[config.mk]
export PLATFORM = sky130hd
export DESIGN_NAME = dcc_top
export DESIGN_NICKNAME = d
export VERILOG_FILES = /design/src/common/dcc_pkg.sv /design/src/hdl/dcc_axil_slave.sv /design/src/hdl/dcc_top.sv
export VERILOG_INCLUDE_DIRS = /design/src /design/src/common
export SDC_FILE = /design/constraint.sdc
export NUM_CORES = 1
export LEC_CHECK = 0
export ABC_AREA = 1
export BUFFER_PORTS_ARGS = -buffer_cell sky130_fd_sc_hd__buf_2
export CORE_MARGIN = 1
export CORE_UTILIZATION = 40
export CTS_BUF_LIST = sky130_fd_sc_hd__clkbuf_16
export CTS_CLUSTER_SIZE = 12
export DETAILED_ROUTE_END_ITERATION = 6
export HOLD_SLACK_MARGIN = 0.12
export SYNTH_ARGS = -nofsm -noshare
export SYNTH_HDL_FRONTEND = slang
export SYNTH_SLANG_ARGS = --single-unit
[constraint.sdc]
create_clock -name aclk -period 3.1 [get_ports aclk]
set_input_delay 0.155 -clock aclk [delete_from_list [all_inputs] [get_ports aclk]]
set_output_delay 0.155 -clock aclk [all_outputs]
set_load 0.02 [all_outputs]
[src/common/dcc_regs.svh]
// Register offsets, field positions and reset values of the DMA channel
`ifndef DCC_REGS_SVH
`define DCC_REGS_SVH
`define DCC_OFF_CTRL 8'h00
`define DCC_OFF_PAD 8'h04
`define DCC_OFF_CNT 8'h08
`define DCC_OFF_BASEA 8'h0C
`define DCC_OFF_BASEB 8'h10
`define DCC_OFF_STAT 8'h14
`define DCC_EN 15
`define DCC_SIZE 14
`define DCC_DIR 13
`define DCC_HALF 12
`define DCC_NULL_WRITE_SELECT 11
`define DCC_AM_HI 5
`define DCC_AM_LO 4
`define DCC_PP 1
`define DCC_ONESHOT 0
`define DCC_CTRL_MASK 16'hF833
`define DCC_CNT_MASK 16'h03FF
`define DCC_WORD_RST 16'h0000
`define DCC_AM_POSTINC 2'h0
`define DCC_AM_NOINC 2'h1
`define DCC_AM_PERIPH 2'h2
`define DCC_CNT_HI 9
`define DCC_RESP_OKAY 2'h0
`define DCC_RESP_DECERR 2'h3
`endif

[src/common/dcc_pkg.sv]
// Types shared by the DMA channel design
`default_nettype none
package dcc_pkg;
   typedef logic [15:0] dcc_word_t;
   typedef enum {DCC_IDLE, DCC_READ, DCC_FETCH, DCC_WRITE} dcc_state_e;
endpackage
`default_nettype wire

[src/hdl/dcc_axil_slave.sv]
// AXI4-Lite slave front end turning bus cycles into register strobes
`timescale 1ns/1ns
`default_nettype none
`include "dcc_regs.svh"
module dcc_axil_slave #(parameter int ADDR_W = 8) (
   // Clock, reset, enable
   input wire logic aclk,
   input wire logic aresetn,
   input wire logic ce,
   // Write channels
   input wire logic [ADDR_W-1:0] awaddr,
   input wire logic awvalid,
   output logic awready,
   input wire logic [31:0] wdata,
   input wire logic [3:0] wstrb,
   input wire logic wvalid,
   output logic wready,
   output logic [1:0] bresp,
   output logic bvalid,
   input wire logic bready,
   // Read channels
   input wire logic [ADDR_W-1:0] araddr,
   input wire logic arvalid,
   output logic arready,
   output logic [31:0] rdata,
   output logic [1:0] rresp,
   output logic rvalid,
   input wire logic rready,
   // Register side
   output logic wr_en,
   output logic [ADDR_W-1:0] wr_addr,
   output logic [31:0] wr_data,
   output logic [3:0] wr_strb,
   input wire logic wr_ok,
   output logic [ADDR_W-1:0] rd_addr,
   input wire logic [31:0] rd_data,
   input wire logic rd_ok
);
   logic aw_full;
   logic w_full;

   // Ready terms; a pending response blocks new writes so only one is in flight
   assign awready = ce && !aw_full && !bvalid;
   assign wready = ce && !w_full && !bvalid;
   assign arready = ce && !rvalid;
   assign wr_en = ce && aw_full && w_full && !bvalid;
   assign rd_addr = araddr;

   // Address and data are latched independently, in either order
   always_ff @(posedge aclk)
   begin
      if (!aresetn)
      begin
         aw_full <= 1'b0;
         w_full <= 1'b0;
         wr_addr <= '0;
         wr_data <= '0;
         wr_strb <= '0;
      end
      else if (ce)
      begin
         if (awvalid && awready)
         begin
            aw_full <= 1'b1;
            wr_addr <= awaddr;
         end
         else if (wr_en)
            aw_full <= 1'b0;
         if (wvalid && wready)
         begin
            w_full <= 1'b1;
            wr_data <= wdata;
            wr_strb <= wstrb;
         end
         else if (wr_en)
            w_full <= 1'b0;
      end
   end

   // Write response follows the register update
   always_ff @(posedge aclk)
   begin
      if (!aresetn)
      begin
         bvalid <= 1'b0;
         bresp <= `DCC_RESP_OKAY;
      end
      else if (ce)
      begin
         if (wr_en)
         begin
            bvalid <= 1'b1;
            bresp <= wr_ok ? `DCC_RESP_OKAY : `DCC_RESP_DECERR;
         end
         else if (bvalid && bready)
            bvalid <= 1'b0;
      end
   end

   // Reads have no side effects, so data is sampled at the address edge
   always_ff @(posedge aclk)
   begin
      if (!aresetn)
      begin
         rvalid <= 1'b0;
         rdata <= '0;
         rresp <= `DCC_RESP_OKAY;
      end
      else if (ce)
      begin
         if (arvalid && arready)
         begin
            rvalid <= 1'b1;
            rdata <= rd_ok ? rd_data : 32'h00000000;
            rresp <= rd_ok ? `DCC_RESP_OKAY : `DCC_RESP_DECERR;
         end
         else if (rvalid && rready)
            rvalid <= 1'b0;
      end
   end
endmodule
`default_nettype wire

[src/hdl/dcc_top.sv]
// DMA channel: register file, transfer engine and block bookkeeping
`timescale 1ns/1ns
`default_nettype none
`include "dcc_regs.svh"
module dcc_top #(parameter int ADDR_W = 8, parameter int RAM_AW = 16) (
   // Clock, reset, enable
   input wire logic aclk,
   input wire logic aresetn,
   input wire logic ce,
   // AXI4-Lite write
   input wire logic [ADDR_W-1:0] awaddr,
   input wire logic awvalid,
   output logic awready,
   input wire logic [31:0] wdata,
   input wire logic [3:0] wstrb,
   input wire logic wvalid,
   output logic wready,
   output logic [1:0] bresp,
   output logic bvalid,
   input wire logic bready,
   // AXI4-Lite read
   input wire logic [ADDR_W-1:0] araddr,
   input wire logic arvalid,
   output logic arready,
   output logic [31:0] rdata,
   output logic [1:0] rresp,
   output logic rvalid,
   input wire logic rready,
   // Peripheral request
   input wire logic periph_req,
   input wire logic [RAM_AW-1:0] periph_ram_addr,
   // DMA RAM
   output logic [RAM_AW-1:0] ram_addr,
   output logic ram_re,
   output logic ram_we,
   output dcc_pkg::dcc_word_t ram_wdata,
   input wire dcc_pkg::dcc_word_t ram_rdata,
   // Peripheral bus
   output dcc_pkg::dcc_word_t periph_addr,
   output logic periph_re,
   output logic periph_we,
   output dcc_pkg::dcc_word_t periph_wdata,
   input wire dcc_pkg::dcc_word_t periph_rdata,
   // Status and events
   output logic xfer_byte,
   output logic block_irq,
   output logic channel_busy
);
   import dcc_pkg::*;

   dcc_word_t ctrl;
   dcc_word_t pad;
   dcc_word_t cnt;
   dcc_word_t base_a;
   dcc_word_t base_b;
   dcc_state_e state;
   logic pend;
   logic buf_sel;
   logic xfer_dir;
   logic xfer_null;
   logic [10:0] done;
   logic [10:0] next_done;
   logic [10:0] total;
   logic [10:0] irq_point;
   logic [RAM_AW-1:0] offs;
   logic [RAM_AW-1:0] step;
   logic [RAM_AW-1:0] ram_a;
   logic [1:0] addressing_mode_field;
   logic start;
   logic block_end;
   logic hw_stop;
   logic wr_en;
   logic [ADDR_W-1:0] wr_addr;
   logic [31:0] wr_data;
   logic [3:0] wr_strb;
   logic wr_ok;
   logic [ADDR_W-1:0] rd_addr;
   logic [31:0] rd_data;
   logic rd_ok;
   dcc_word_t src_data;

   dcc_axil_slave #(.ADDR_W(ADDR_W)) u_bus (
      .aclk(aclk), .aresetn(aresetn), .ce(ce),
      .awaddr(awaddr), .awvalid(awvalid), .awready(awready),
      .wdata(wdata), .wstrb(wstrb), .wvalid(wvalid), .wready(wready),
      .bresp(bresp), .bvalid(bvalid), .bready(bready),
      .araddr(araddr), .arvalid(arvalid), .arready(arready),
      .rdata(rdata), .rresp(rresp), .rvalid(rvalid), .rready(rready),
      .wr_en(wr_en), .wr_addr(wr_addr), .wr_data(wr_data), .wr_strb(wr_strb),
      .wr_ok(wr_ok), .rd_addr(rd_addr), .rd_data(rd_data), .rd_ok(rd_ok)
   );

   // Byte-lane merge; the mask keeps unimplemented bits at zero
   function automatic dcc_word_t merge(input dcc_word_t old, input logic [31:0] d,
                                       input logic [3:0] s, input dcc_word_t mask);
      dcc_word_t r;
      r[7:0] = s[0] ? d[7:0] : old[7:0];
      r[15:8] = s[1] ? d[15:8] : old[15:8];
      return r & mask;
   endfunction

   // Read decode; registers sit in the low half of each word
   always_comb
   begin
      rd_ok = 1'b1;
      rd_data = 32'h00000000;
      if (rd_addr == `DCC_OFF_CTRL)
         rd_data = {16'h0000, ctrl};
      else if (rd_addr == `DCC_OFF_PAD)
         rd_data = {16'h0000, pad};
      else if (rd_addr == `DCC_OFF_CNT)
         rd_data = {16'h0000, cnt};
      else if (rd_addr == `DCC_OFF_BASEA)
         rd_data = {16'h0000, base_a};
      else if (rd_addr == `DCC_OFF_BASEB)
         rd_data = {16'h0000, base_b};
      else if (rd_addr == `DCC_OFF_STAT)
         rd_data = {29'h0, buf_sel, pend, channel_busy};
      else
         rd_ok = 1'b0;
   end

   // Write decode; status accepts writes and ignores them
   always_comb
   begin
      wr_ok = 1'b1;
      if (wr_addr == `DCC_OFF_CTRL || wr_addr == `DCC_OFF_PAD)
         wr_ok = 1'b1;
      else if (wr_addr == `DCC_OFF_CNT || wr_addr == `DCC_OFF_BASEA)
         wr_ok = 1'b1;
      else if (wr_addr == `DCC_OFF_BASEB || wr_addr == `DCC_OFF_STAT)
         wr_ok = 1'b1;
      else
         wr_ok = 1'b0;
   end

   // Control register; a software write in the stop cycle wins over the stop
   always_ff @(posedge aclk)
   begin
      if (!aresetn)
         ctrl <= `DCC_WORD_RST;
      else if (ce)
      begin
         if (wr_en && wr_addr == `DCC_OFF_CTRL)
            ctrl <= merge(ctrl, wr_data, wr_strb, `DCC_CTRL_MASK);
         else if (hw_stop)
            ctrl[`DCC_EN] <= 1'b0;
      end
   end

   // Address, count and buffer bases; changing them mid-run is not guarded
   always_ff @(posedge aclk)
   begin
      if (!aresetn)
      begin
         pad <= `DCC_WORD_RST;
         cnt <= `DCC_WORD_RST;
         base_a <= `DCC_WORD_RST;
         base_b <= `DCC_WORD_RST;
      end
      else if (ce && wr_en)
      begin
         if (wr_addr == `DCC_OFF_PAD)
            pad <= merge(pad, wr_data, wr_strb, 16'hFFFF);
         else if (wr_addr == `DCC_OFF_CNT)
            cnt <= merge(cnt, wr_data, wr_strb, `DCC_CNT_MASK);
         else if (wr_addr == `DCC_OFF_BASEA)
            base_a <= merge(base_a, wr_data, wr_strb, 16'hFFFF);
         else if (wr_addr == `DCC_OFF_BASEB)
            base_b <= merge(base_b, wr_data, wr_strb, 16'hFFFF);
      end
   end

   // Block arithmetic
   assign addressing_mode_field = ctrl[`DCC_AM_HI:`DCC_AM_LO];
   assign total = {1'b0, cnt[`DCC_CNT_HI:0]} + 11'h001;
   assign irq_point = ctrl[`DCC_HALF] ? ((total + 11'h001) >> 1) : total;
   assign next_done = done + 11'h001;
   assign block_end = (state == DCC_WRITE) && (next_done == total);
   assign hw_stop = block_end && ctrl[`DCC_ONESHOT] && (!ctrl[`DCC_PP] || buf_sel);
   assign step = ctrl[`DCC_SIZE] ? RAM_AW'(1) : RAM_AW'(2);
   assign start = (state == DCC_IDLE) && ctrl[`DCC_EN] && (pend || periph_req);
   assign channel_busy = (state != DCC_IDLE);
   assign src_data = xfer_dir ? ram_rdata : periph_rdata;

   // RAM address by addressing mode; reserved code behaves as fixed address
   always_comb
   begin
      ram_a = (buf_sel ? RAM_AW'(base_b) : RAM_AW'(base_a)) + offs;
      if (addressing_mode_field == `DCC_AM_PERIPH)
         ram_a = periph_ram_addr;
   end

   // Request latch; a request arriving while busy is kept, set wins
   always_ff @(posedge aclk)
   begin
      if (!aresetn)
         pend <= 1'b0;
      else if (ce)
      begin
         if (!ctrl[`DCC_EN])
            pend <= 1'b0;
         else if (periph_req && (state != DCC_IDLE || pend))
            pend <= 1'b1;
         else if (start)
            pend <= 1'b0;
      end
   end

   // Transfer engine: read strobe, data capture, write strobe
   always_ff @(posedge aclk)
   begin
      if (!aresetn)
      begin
         state <= DCC_IDLE;
         ram_addr <= '0;
         ram_re <= 1'b0;
         ram_we <= 1'b0;
         ram_wdata <= `DCC_WORD_RST;
         periph_addr <= `DCC_WORD_RST;
         periph_re <= 1'b0;
         periph_we <= 1'b0;
         periph_wdata <= `DCC_WORD_RST;
         xfer_byte <= 1'b0;
         xfer_dir <= 1'b0;
         xfer_null <= 1'b0;
      end
      else if (ce)
      begin
         case (state)
            DCC_IDLE:
               if (start)
               begin
                  state <= DCC_READ;
                  xfer_byte <= ctrl[`DCC_SIZE];
                  xfer_dir <= ctrl[`DCC_DIR];
                  xfer_null <= ctrl[`DCC_NULL_WRITE_SELECT] && !ctrl[`DCC_DIR];
                  ram_addr <= ram_a;
                  periph_addr <= pad;
                  ram_re <= ctrl[`DCC_DIR];
                  periph_re <= !ctrl[`DCC_DIR];
               end
            DCC_READ:
            begin
               ram_re <= 1'b0;
               periph_re <= 1'b0;
               state <= DCC_FETCH;
            end
            DCC_FETCH:
            begin
               state <= DCC_WRITE;
               if (xfer_dir)
               begin
                  periph_we <= 1'b1;
                  periph_wdata <= xfer_byte ? {8'h00, src_data[7:0]} : src_data;
               end
               else
               begin
                  ram_we <= 1'b1;
                  ram_wdata <= xfer_byte ? {8'h00, src_data[7:0]} : src_data;
                  periph_we <= xfer_null;
                  periph_wdata <= `DCC_WORD_RST;
               end
            end
            default:
            begin
               ram_we <= 1'b0;
               periph_we <= 1'b0;
               state <= DCC_IDLE;
            end
         endcase
      end
   end

   // Block progress, buffer selection and completion pulse
   always_ff @(posedge aclk)
   begin
      if (!aresetn)
      begin
         done <= '0;
         offs <= '0;
         buf_sel <= 1'b0;
         block_irq <= 1'b0;
      end
      else if (ce)
      begin
         block_irq <= (state == DCC_WRITE) && (next_done == irq_point);
         if (!ctrl[`DCC_EN] && state == DCC_IDLE)
         begin
            done <= '0;
            offs <= '0;
            buf_sel <= 1'b0;
         end
         else if (block_end)
         begin
            done <= '0;
            offs <= '0;
            if (ctrl[`DCC_PP])
               buf_sel <= !buf_sel;
         end
         else if (state == DCC_WRITE)
         begin
            done <= next_done;
            if (addressing_mode_field == `DCC_AM_POSTINC)
               offs <= offs + step;
         end
      end
   end
endmodule
`default_nettype wire

======== After elaboration in Yosys (flattened, before gate mapping) ========
Cells that the tools add are included.
storage, ports and cells
  logic and storage cells ................. 211
  input bits .............................. 109
  output and inout port bits .............. 112
  flip-flop bits (word level) ............. 266
cells by class
  equality and inequality tests ........... 20
  multiplexer cells ....................... 58
  bitwise gates (word level) .............. 5
  reductions and logical operators ........ 85
  add/subtract/negate cells ............... 5
operator list
  kind                   number
  $mux 16                12
  $mux 32                4
  $pmux 32 s3            1
  $logic_not 32->1       2
  $mux 11                4
  $reduce_and 3->1       11
  $eq 32x1->1 const B    1
  $eq 32x2->1 const B    1
  $eq 32x3->1 const B    1
  $eq 8x4->1 const B     4
  $eq 8x5->1 const B     4
  $reduce_bool 32->1     1
  $mux 1                 28
  $reduce_and 2->1       13
  $logic_and 1x1->1      24
  $add 11x1->11 const B  2
  $eq 11x11->1           2
  $add 16x16->16         1
  $add 16x2->16          1
  $eq 8x3->1 const B     2
  $logic_not 8->1        2
  $reduce_bool 2->1      8
  $reduce_and 6->1       2
  $add 10x1->11 const B  1
  other kinds (16)       41

======== Depth between registers and ports, before layout ========
Gate-level depths: netlist of the first run.
  word-level depth ........................ 8
  depth in mapped cells ................... 20
  gate-level depth less buffers ........... 19

======== By module ========
Synthesis of the first run repeated with hierarchy kept, for this count alone.
unflattened totals
  cells, all modules ...................... 1,992
  area total of the unflattened synthesis .. 13,245.2 um^2
by module, submodules not included
  module          cells each  seq. area each (um^2)  instances  area each (um^2)
  dcc_top         1,415       3,403.3                1          9,367.7
  dcc_axil_slave  577         1,641.6                1          3,877.5

======== Worst setup path before layout of the first run ========
Ideal clock, no wire load.
  kind .................................... register to register
  start point ............................. register buf_sel
  end point ............................... register ram_addr[10]
  setup time .............................. 0.070 ns
  path slack .............................. 0.375 ns
  data required time ...................... 3.030 ns
  buffers on the path ..................... 2
  clock period less this slack ............ 2.725 ns
  arrival ................................. 2.654 ns
  stages on the path, launching flop included .. 20
  cells stage by stage .................... dfxtp_1 clkbuf_1 clkbuf_1 nand2_1 o21ai_0 ha_1 inv_1 fa_1 inv_1 nand2_1 nand2_1 a21oi_1 o21ai_0 inv_1 nor2_1 o2bb2ai_1 or2_2 nand3_1 nand2_1 a21oi_1
between the ends
  longest elaborated chain between the ends .. 3
RTL lines
  what                      RTL line        RTL
  start: declaration        dcc_top.sv:58   logic buf_sel;
  start signal: assignment  dcc_top.sv:299  buf_sel <= !buf_sel;
  $mux 16                   dcc_top.sv:189  ram_a = (buf_sel ? RAM_AW'(base_b) : RAM_AW'(base_a)) + offs;
  $add 16x16->16            dcc_top.sv:189
  $mux 16                   dcc_top.sv:190  if (addressing_mode_field == `DCC_AM_PERIPH)
  end signal: assignment    dcc_top.sv:238  ram_addr <= ram_a;
  end: declaration          dcc_top.sv:33   output logic [RAM_AW-1:0] ram_addr,
No other way between the ends.
A chain may end at the register's enable or synchronous reset.

======== Final worst setup path of the first run ========
  start point ............................. register cnt[0]
  end point ............................... register offs[7]
between the ends
  longest elaborated chain between the ends .. 5
  elaborated cells on any way between the ends .. 8
  those cells by class .................... 1 x add/sub; 1 x eq/ne; 2 x mux; 4 x reduce/logical
RTL lines
  what                                                                  RTL line        RTL
  start: declaration                                                    dcc_top.sv:53   dcc_word_t cnt;
  start signal: assignment                                              dcc_top.sv:157  cnt <= `DCC_WORD_RST;
  start signal: assignment                                              dcc_top.sv:166  cnt <= merge(cnt, wr_data, wr_strb, `DCC_CNT_MASK);
  $add 10x1->11 *                                                       dcc_top.sv:176  assign total = {1'b0, cnt[`DCC_CNT_HI:0]} + 11'h001;
  $eq 11x11->1 *                                                        dcc_top.sv:179  assign block_end = (state == DCC_WRITE) && (next_done == total);
  $logic_and 1x1->1 *                                                   dcc_top.sv:179
  $reduce_bool 3->1 (no source line) / $mux 16 (equally long branches)  -
  $reduce_and 3->1 (no source line) / $mux 16 (equally long branches)   -
  end signal: assignment                                                dcc_top.sv:305  offs <= offs + step;
  end: declaration                                                      dcc_top.sv:65   logic [RAM_AW-1:0] offs;
Every way passes the cells marked *; elsewhere a longest branch is shown, timed or not.

==> results.toml, run 1 <==
[logic_synthesis]
synth_top_family_by_area = "simple AND/OR/NAND/NOR gates"
synth_cells = 1633
yosysTopAreaCell = "dfxtp_1"
netlist_area_sq_mm = 0.01121
synth_seq_cells = 218
synth_xor_xnor_area_share_pct = 1.172
synth_compound_area_share_pct = 21.54
avgSynthCellArea_sq_um = 6.865
synth_top_area_share_pct = 38.93
synth_seq_area_share_pct = 38.93
yosysUniqueCellTypes = 50
yosys.area_share.adder_pct = 3.147
synth_area_leaders = "dfxtp_1 39%, nand2_1 10%, a21oi_1 8.9%"
synth.area.mux_share_pct = 0
ys.flop_type = "dfxtp_1"
synth_edf_count = 0
async_reset_ff_share_pct = 0
yosys_warnings = 0
yosys.area_share.simple_pct = 25.10

[critical_path]
path_class = "reg -> reg"
endpoint_kind = "flop"
crit_path_cell_trace = "ha_1 -> nand4_1 -> nand2_2 -> inv_1 -> nand2_1 -> nand3_1 -> nor2_1 -> nand2_1 -> nor2_2 -> nand3_4 -> nand3_4 -> nand2_2 -> nor3_1 -> nor2_1"
max_stage_delay_ns = 0.53
cp-start-kind = "flop"
ff2ff_setup_slack_ns = 0.42
slowest_stage = "dfxtp_1"
path_max_fanout = 15
reg2reg_depth = 14
crit-reg2reg-launch = "cnt[0]$_SDFFE_PN0P_"
required_ns = 3.52
crit_arrival_ns = 3.10
endpoint = "offs[7]$_SDFFE_PN0P_"
critPathLaunch = "cnt[0]$_SDFFE_PN0P_"
reg2reg_to = "offs[7]$_SDFFE_PN0P_"

[clock_tree]
cts_buffer_depth = 3
post_cts_buffers = 0
cts_resized = 0
cts_max_level = 1
clkLatencyLatePin_ns = 0.53
path_clk_slew_ns = 0.06
cts_tree = "yes"
clock-sinks = 218
cts_hold_buf = 88
cts_buffers = 25
cts-root-buf = "clkbuf_16"

[finish]
postLayoutCellArea_sq_mm = 0.01406
area_delta_synth_final_pct = 25.41
seq_area_sq_mm = 0.004364
multi_input_area_sq_mm = 0.005773
fill_cells = 2721
fin_nets = 2021
fin_util_pct = 51.59
drive_above_1_share_pct = 15.41
antenna_cells = 0

[routing]
via_per_inst = 5.098
via_count = 11587
wl_microns = 34800
drtAntennaViolNets = 0
drt_iter0_markers = 856
drc = 0
avgRoutedWirePerCell_microns = 15.31
dr.pass1.iters = 5

[die]
io_pins = 221
dieWidth_microns = 169.4
dieArea_sq_mm = 0.02870
fp-row-count = 60
start_util_pct = 41.14
fp.dieH_microns = 169.4
core_region_area_sq_mm = 0.02725

[timing]
final_hold_viol_count = 0
worst-slew-pin-transition_ns = 1.081
finalClockSkew_ns = 0.02316
setup_slack_ns = 0.4185
fin_crit_sh_pct = 86.50
rsz0062_at_grt = "false"
report.final.slew_viol_count = 0
setup_violations = 0
tns_ns = 0
slew_headroom_pct = 27.97
final.min_clock_period_ns = 2.682
fmax_ghz = 0.3729
whs_ns = 0.1650

[grt]
grt_overflow = 0
grt_pass1_vias = 10609
grt_max_degree = 131
antenna_found_initial = 0
grt_first_pass_wirelength_microns = 55320
track_usage_pct = 23.83

[place]
pre_cts_ws_ns = 0.4555
gp_congestion = 0.9256
placed_area_sq_mm = 0.01240
dp_hpwl_microns = 25070
port_buffers = 186

[power_and_ir_drop]
powerDensity_mw_per_mm2 = 446.2
p_leak_nw = 6.262
ir_worst_vdd_mv = 0.3296

[status]
status = "finished clean"

[flow_run]
cap_violations = 0

[min_path]
hp-start = "ram_rdata[15]"
hp-class = "in -> reg"
[synthesized netlist by cell type (all sizes together), types with 2 or more instances]
cell type / number
nor3: 11
o2111ai: 2
o21ai: 179
a21o: 3
a221oi: 7
or2: 6
ha: 25
nand4: 23
o221ai: 3
a22oi: 8
dfxtp: 218
buf: 36
a21oi: 200
clkbuf: 53
o211ai: 23
nand2: 320
o21bai: 3
fa: 2
a211oi: 6
nand3: 84
nor2: 207
a31oi: 2
nand3b: 3
inv: 175
xor2: 11
xnor2: 4
o21a: 2
clkinv: 5
nor4: 5
[through the flow]
| step | power [mW] | instances |
|---|---|---|
| 2_1_floorplan | 3.229 | 1648 |
| 3_3_place_gp | 3.382 | 2142 |
| 3_5_place_dp | 3.387 | 2142 |
| 4_1_cts | 6.340 | 2273 |
| 5_1_grt | 6.529 | 2273 |
| 6_report | 6.274 | 2273 |
[where the power goes]
part           switching, mW  total (mW)  internal (mW)
Clock                   1.16        2.86           1.70
Sequential            0.0322        2.88           2.85
Combinational          0.327       0.534          0.207
Total                   1.52        6.27           4.76
[kinds of logic (layout without fill, tap and decap cells)]
family	Yosys count	in the layout
AND/OR/NAND/NOR	659	659
other	1	16
flip-flops	218	218
adder cells (fa/ha/maj)	27	27
AO/OA/AOI/OAI	444	444
buffers and inverters	269	522
XOR/XNOR	15	15
[how the worst min path moves through the flow]
stage                                               end  slack, ns  cells after the start
final                     periph_wdata[15]$_SDFFE_PN0P_       0.16                      5
after global routing      periph_wdata[15]$_SDFFE_PN0P_       0.19                      5
after CTS                 periph_wdata[15]$_SDFFE_PN0P_       0.13                      5
after detailed placement      ram_wdata[4]$_SDFFE_PN0P_       0.39                      3
after global placement        ram_wdata[2]$_SDFFE_PN0P_       0.38                      3
after floorplan               ram_wdata[0]$_SDFFE_PN0P_       0.29                      2
[per-layer routing]
layer	global-route usage (%)	routed length [microns]	up-vias
met5	0	0	-
met4	7.442	1007	0
met3	2.682	1613	72
met2	38.67	16010	316
met1	33.05	16170	5324
li1	-	-	5875
[critical path, delay by kind of cell, from the launching register on]
kind / cells / cell delay (ns)
AND/OR/NAND/NOR: 12 / 1.55
buffers and inverters: 1 / 0.10
flip-flops: 1 / 0.53
adder cells (fa/ha/maj): 1 / 0.38
[area by class of cell]
type / count / share of cell area, %
Clock buffer: 25 / 4.450
Clock inverter: 18 / 1.104
Inverter: 180 / 4.814
Multi-Input combinational cell: 1161 / 41.06
Sequential cell: 218 / 31.04
Tap cell: 372 / 3.310
Timing Repair Buffer: 299 / 14.22
[flip-flops by register name, indices dropped and copies added (netlist names), 9 cells and up]
| name | flops |
|---|---|
| base_a | 16 |
| base_b | 16 |
| cnt | 10 |
| ctrl | 9 |
| done | 11 |
| offs | 16 |
| pad | 16 |
| periph_addr | 16 |
| periph_wdata | 16 |
| ram_addr | 16 |
| ram_wdata | 16 |
| u_bus.rdata | 16 |
| u_bus.wr_data | 16 |
[cells in the final DEF, fill, tap and decap left out, drive strengths merged, types with 4 or more instances in the layout]
| cell | synthesis | final |
|---|---|---|
| nand4 | 23 | 23 |
| xor2 | 11 | 11 |
| nand2 | 320 | 320 |
| a21oi | 200 | 200 |
| or2 | 6 | 6 |
| o211ai | 23 | 23 |
| buf | 36 | 211 |
| ha | 25 | 25 |
| nor3 | 11 | 11 |
| conb | 1 | 16 |
| a221oi | 7 | 7 |
| nor2 | 207 | 207 |
| dlygate4sd3 | 0 | 88 |
| inv | 175 | 186 |
| dfxtp | 218 | 218 |
| xnor2 | 4 | 4 |
| clkinv | 5 | 9 |
| a211oi | 6 | 6 |
| o21ai | 179 | 179 |
| nand3 | 84 | 84 |
| clkbuf | 53 | 25 |
| a22oi | 8 | 8 |
| nor4 | 5 | 5 |
Power figures use the tool's default switching activity.
==> run 2, diff against run 1 <==
Settings changed: MAX_ROUTING_LAYER set to met4.
==> run 2 against run 1 <==
- global-route usage increased by 0.68 points
- cell area grew 0.89%
- register-to-register slack worse by 0.05 ns
- clock power about the same
- sequential power is essentially flat
- cell count increased by 0.62%
- die area unchanged
- non-clock buffer count up 10
- clock-buffer cell count increased by 1
- flip-flop and latch count stayed put
- critical path type unchanged
- largest cell class unchanged
==> results.toml, run 2 (same netlist as run 1, synthesis figures left out) <==
[status]
status = "finished clean"

[power_and_ir_drop]
ir_worst_vdd_mv = 0.4125
clock_power_share_pct = 45.5
p_seq_share_pct = 45.8
p_leak_nw = 6.280
intPower_mw = 4.684
total_power_mw = 6.299
p_sw_share_pct = 25.63
p_comb_share_pct = 8.7
powerDensity_mw_per_mm2 = 444.0
switchingPower_mw = 1.615

[finish]
drive_above_1_share_pct = 15.67
layout_common_cells = "304 x nand2_1, 218 x dfxtp_1, 201 x nor2_1"
area_delta_synth_final_pct = 26.53
postLayoutCellArea_sq_mm = 0.01418
final_cells = 2287
fill_cells = 2710
seq_area_sq_mm = 0.004364
multi_input_area_sq_mm = 0.005773
final_common_cell = "nand2_1"
fin_nets = 2032
fin_util_pct = 52.05

[critical_path]
worst-path-buf-inv = 1
max_stage_delay_ns = 0.51
endpoint_kind = "flop"
path_max_fanout = 20
path_common_cell = "a21oi_1"
path_class = "reg -> reg"
cp.depth = 10
cp-start-kind = "flop"
critPathLaunch = "buf_sel$_SDFFE_PN0P_"
reg2reg_depth = 10
endpoint = "ram_addr[14]$_SDFFE_PN0P_"
slowest_stage = "o21ai_0"
reg2reg_to = "ram_addr[14]$_SDFFE_PN0P_"
crit_path_cell_trace = "buf_4 -> o21ai_0 -> ha_1 -> a21oi_1 -> o21ai_0 -> a21oi_1 -> a21oi_1 -> nand3b_1 -> o211ai_1 -> a21oi_1"
crit_arrival_ns = 3.15
ff2ff_setup_slack_ns = 0.37
required_ns = 3.51
crit-reg2reg-launch = "buf_sel$_SDFFE_PN0P_"
critPathTopFamily = "compound AO/OA/AOI/OAI gates"

[place]
pre_cts_ws_ns = 0.4495
placed_area_sq_mm = 0.01240
dp.cells = 2142
port_buffers = 186
gp_congestion = 0.9455
dp_hpwl_microns = 25290

[grt]
grt_first_pass_wirelength_microns = 54830
track_usage_pct = 24.51
grt_max_degree = 123
grt_pass1_vias = 10642
antenna_found_initial = 1
grt_overflow = 0

[clock_tree]
cts_max_level = 1
cts_buffer_depth = 3
cts_buffers = 26
cts_tree = "yes"
cts-root-buf = "clkbuf_16"
clkLatencyLatePin_ns = 0.55
clock-sinks = 218
path_clk_slew_ns = 0.06

[timing]
worst-slew-pin-transition_ns = 1.080
finalClockSkew_ns = 0.01462
report.final.slew_viol_count = 0
whs_ns = 0.1221
fin_crit_sh_pct = 88.15
fmax_ghz = 0.3659
setup_slack_ns = 0.3673
final.min_clock_period_ns = 2.733
setup_violations = 0
rsz0062_at_grt = "false"
tns_ns = 0
slew_headroom_pct = 27.54
final_hold_viol_count = 0

[routing]
via_per_inst = 5.078
wl_microns = 34940
drt_iter0_markers = 791
avgRoutedWirePerCell_microns = 15.28
drtAntennaViolNets = 0
via_count = 11613
dr.pass1.iters = 6
drc = 0

[die]
fp.dieH_microns = 169.4
fp-row-count = 60
dieWidth_microns = 169.4
dieArea_sq_mm = 0.02870
io_pins = 221
start_util_pct = 41.14
core_region_area_sq_mm = 0.02725

[min_path]
hp-class = "in -> reg"

[flow_run]
cap_violations = 0
## run 2: worst min-delay path by stage
stage	start	endpoint	slack [ns]	cells past startpoint
after floorplan	periph_rdata[0]	ram_wdata[0]$_SDFFE_PN0P_	0.29	2
after global placement	periph_rdata[2]	ram_wdata[2]$_SDFFE_PN0P_	0.38	3
after detailed placement	periph_rdata[2]	ram_wdata[2]$_SDFFE_PN0P_	0.39	3
after CTS	arvalid	u_bus.rdata[14]$_SDFFE_PN0P_	0.12	5
after global routing	awvalid	u_bus.aw_full$_SDFFE_PN0P_	0.16	3
final	awvalid	u_bus.aw_full$_SDFFE_PN0P_	0.12	3
## run 2: tightest hold or removal path, stage by stage
cell     delay (ns)
buf_2          0.09
nand2_1        0.25
a21oi_1        0.12
## run 2: power by group through the flow
stage               Sequential, mW  Combinational, mW  Clock (mW)
finish                        2.88              0.547        2.87
global route                  2.89              0.603        3.03
CTS                           2.88              0.541        2.92
detailed placement            2.94              0.445           0
global placement              2.94              0.442           0
floorplan                     2.95              0.276           0
## run 2: timing repair
action	4_1_cts	5_1_grt
gates resized for setup	0	0
hold buffers	98	0
endpoints found under the hold margin	79	0
setup buffers	0	0
## run 2: cell type report
type / count / share of cell area, %
Clock buffer: 26 / 4.587
Inverter: 180 / 4.772
Timing Repair Buffer: 309 / 14.80
Sequential cell: 218 / 30.77
Multi-Input combinational cell: 1161 / 40.70
Clock inverter: 20 / 1.076
Antenna cell: 1 / 0.01764
Tap cell: 372 / 3.281
## run 2: per-layer routing
metal / routed length [microns] / part of all wire, % / track usage, % / up-vias
met1: 16130 / 46 / 31.87 / 5320
met4: 1178 / 3.4 / 8.970 / 0
li1: - / - / - / 5901
met2: 16040 / 46 / 38.81 / 307
met3: 1583 / 4.5 / 3.335 / 85
met5: 0 / 0 / - / -
==> run 3, diff against run 2 <==
Clock period 3.1 ns to 3.3 ns, I/O delays scaled along.
==> run 3 against run 2 <==
- clock power down 5%
- die area stayed put
- register-to-register slack got worse by 0.06 ns
- sequential power is 6% lower
- cell area fell by 0.98%
- first-iteration DRC count increased by 8.0%
- via count decreased by 0.71%
- routed wire length down 0.29%
- clock skew is 0.00053 ns higher
- worst setup slack got worse by 0.064 ns
- core utilization is 0.51 points lower
- combinational power fell by 9.0%
- largest cell class unchanged
==> results.toml, run 3 (same netlist as run 1, synthesis figures left out) <==
[clock_tree]
clkLatencyLatePin_ns = 0.53
path_clk_slew_ns = 0.06
cts_max_level = 1
cts_buffers = 25
cts-root-buf = "clkbuf_16"
post_cts_buffers = 0
clock-sinks = 218
cts_tree = "yes"
cts_buffer_depth = 3

[critical_path]
required_ns = 3.76
endpoint_kind = "flop"
worst-path-buf-inv = 2
ff2ff_setup_slack_ns = 0.30
path_max_fanout = 21
reg2reg_to = "ram_addr[9]$_SDFFE_PN0P_"
slowest_stage = "dfxtp_1"
cp-start-kind = "flop"
endpoint = "ram_addr[9]$_SDFFE_PN0P_"
cp.depth = 14
critPathTopFamily = "compound AO/OA/AOI/OAI gates"
crit_arrival_ns = 3.46
critPathLaunch = "buf_sel$_SDFFE_PN0P_"
reg2reg_depth = 14
crit_path_cell_trace = "buf_4 -> nand2_1 -> o21ai_0 -> inv_1 -> ha_1 -> nand3_1 -> nand3_1 -> a21oi_1 -> o21ai_0 -> a21oi_1 -> or2_2 -> nand3_1 -> o211ai_1 -> a21oi_1"
max_stage_delay_ns = 0.63
crit-reg2reg-launch = "buf_sel$_SDFFE_PN0P_"
path_class = "reg -> reg"

[finish]
multi_input_area_sq_mm = 0.005773
postLayoutCellArea_sq_mm = 0.01405
final_common_cell = "nand2_1"
seq_area_sq_mm = 0.004364
fin_util_pct = 51.54
fin_nets = 2019
final_cells = 2272
layout_common_cells = "304 x nand2_1, 218 x dfxtp_1, 201 x nor2_1"
area_delta_synth_final_pct = 25.29
fill_cells = 2716
drive_above_1_share_pct = 15.69

[grt]
antenna_found_initial = 1
use_met2_pct = 38.84
grt_max_degree = 131
grtUsageMet3_pct = 3.498
grt_overflow = 0
grtUsageMet1_pct = 32.72
track_usage_pct = 24.61
gr-max-usage-layer = "met2"
grt_first_pass_wirelength_microns = 54940
grt_pass1_vias = 10473

[timing]
report.final.slew_viol_count = 0
final_hold_viol_count = 0
finalClockSkew_ns = 0.01514
final.min_clock_period_ns = 2.996
fmax_ghz = 0.3337
tns_ns = 0
fin_crit_sh_pct = 90.80
whs_ns = 0.1388
setup_violations = 0
rsz0062_at_grt = "false"
setup_slack_ns = 0.3037
worst-slew-pin-transition_ns = 1.056
slew_headroom_pct = 29.62

[die]
fp-row-count = 60
start_util_pct = 41.14
fp.dieH_microns = 169.4
io_pins = 221
dieWidth_microns = 169.4
dieArea_sq_mm = 0.02870
core_region_area_sq_mm = 0.02725

[flow_run]
cap_violations = 0

[place]
port_buffers = 186
placed_area_sq_mm = 0.01241
dp_hpwl_microns = 25260
pre_cts_ws_ns = 0.3331
dp.cells = 2144
gp_congestion = 0.9229

[routing]
avgRoutedWirePerCell_microns = 15.33
via_per_inst = 5.075
wl_microns = 34830
drt_iter0_markers = 854
dr.pass1.iters = 5
via_count = 11531
drc = 0
drtAntennaViolNets = 0

[power_and_ir_drop]
total_power_mw = 5.930
p_leak_nw = 6.233
ir_worst_vdd_mv = 0.2864
powerDensity_mw_per_mm2 = 422.2

[status]
status = "finished clean"

[min_path]
hp-class = "in -> reg"
[run 3: cell types whose count changed in the layout (fill, tap and decap cells not counted), sizes merged]
cell / delta
clkbuf: -1
bufinv: +2
clkinvlp: -1
dlygate4sd3: -14
buf: +2
clkinv: -6
inv: +3
[run 3: cell type report]
cell class / instances / share of cell area [%]
sequential: 218 / 31.07
clock buffer: 25 / 4.454
tap: 372 / 3.314
multi-input combinational: 1161 / 41.10
antenna: 1 / 0.01782
timing repair buffer: 297 / 14.06
clock inverter: 18 / 1.167
inverter: 180 / 4.819
[run 3: per-layer routing]
layer | part of all wire, % | vias to the layer above
met1 | 46 | 5276
met5 | 0 | -
met3 | 5.1 | 66
met4 | 2.8 | 0
li1 | - | 5878
met2 | 46 | 311
[run 3: worst reg2reg max path: cells and delay by family (launching register included)]
| family | cells | cell delay, ns |
|---|---|---|
| AND/OR/NAND/NOR | 5 | 0.65 |
| AO/OA/AOI/OAI | 6 | 0.94 |
| adder cells (fa/ha/maj) | 1 | 0.29 |
| flip-flops | 1 | 0.63 |
| buffers and inverters | 2 | 0.41 |
[run 3: how the worst min path moves through the flow]
stage                          from                         to  slack [ns]  depth (start not counted)
floorplan           periph_rdata[0]  ram_wdata[0]$_SDFFE_PN0P_        0.30                          2
global placement    periph_rdata[2]  ram_wdata[2]$_SDFFE_PN0P_        0.39                          3
detailed placement  periph_rdata[6]  ram_wdata[6]$_SDFFE_PN0P_        0.40                          3
CTS                              ce       buf_sel$_SDFFE_PN0P_        0.13                          4
global route                     ce       buf_sel$_SDFFE_PN0P_        0.16                          4
finish                           ce       buf_sel$_SDFFE_PN0P_        0.14                          4
[run 3: power by group]
group          internal, mW  switching [mW]  leakage [nW]  total [mW]
Combinational         0.191           0.307          4.07       0.498
Sequential             2.68          0.0300          1.76        2.71
Clock                  1.60            1.12         0.399        2.73
[run 3: timing repair]
item	4_1_cts	5_1_grt
hold endpoints to repair	76	0
resized for setup	0	0
hold buffers	84	0
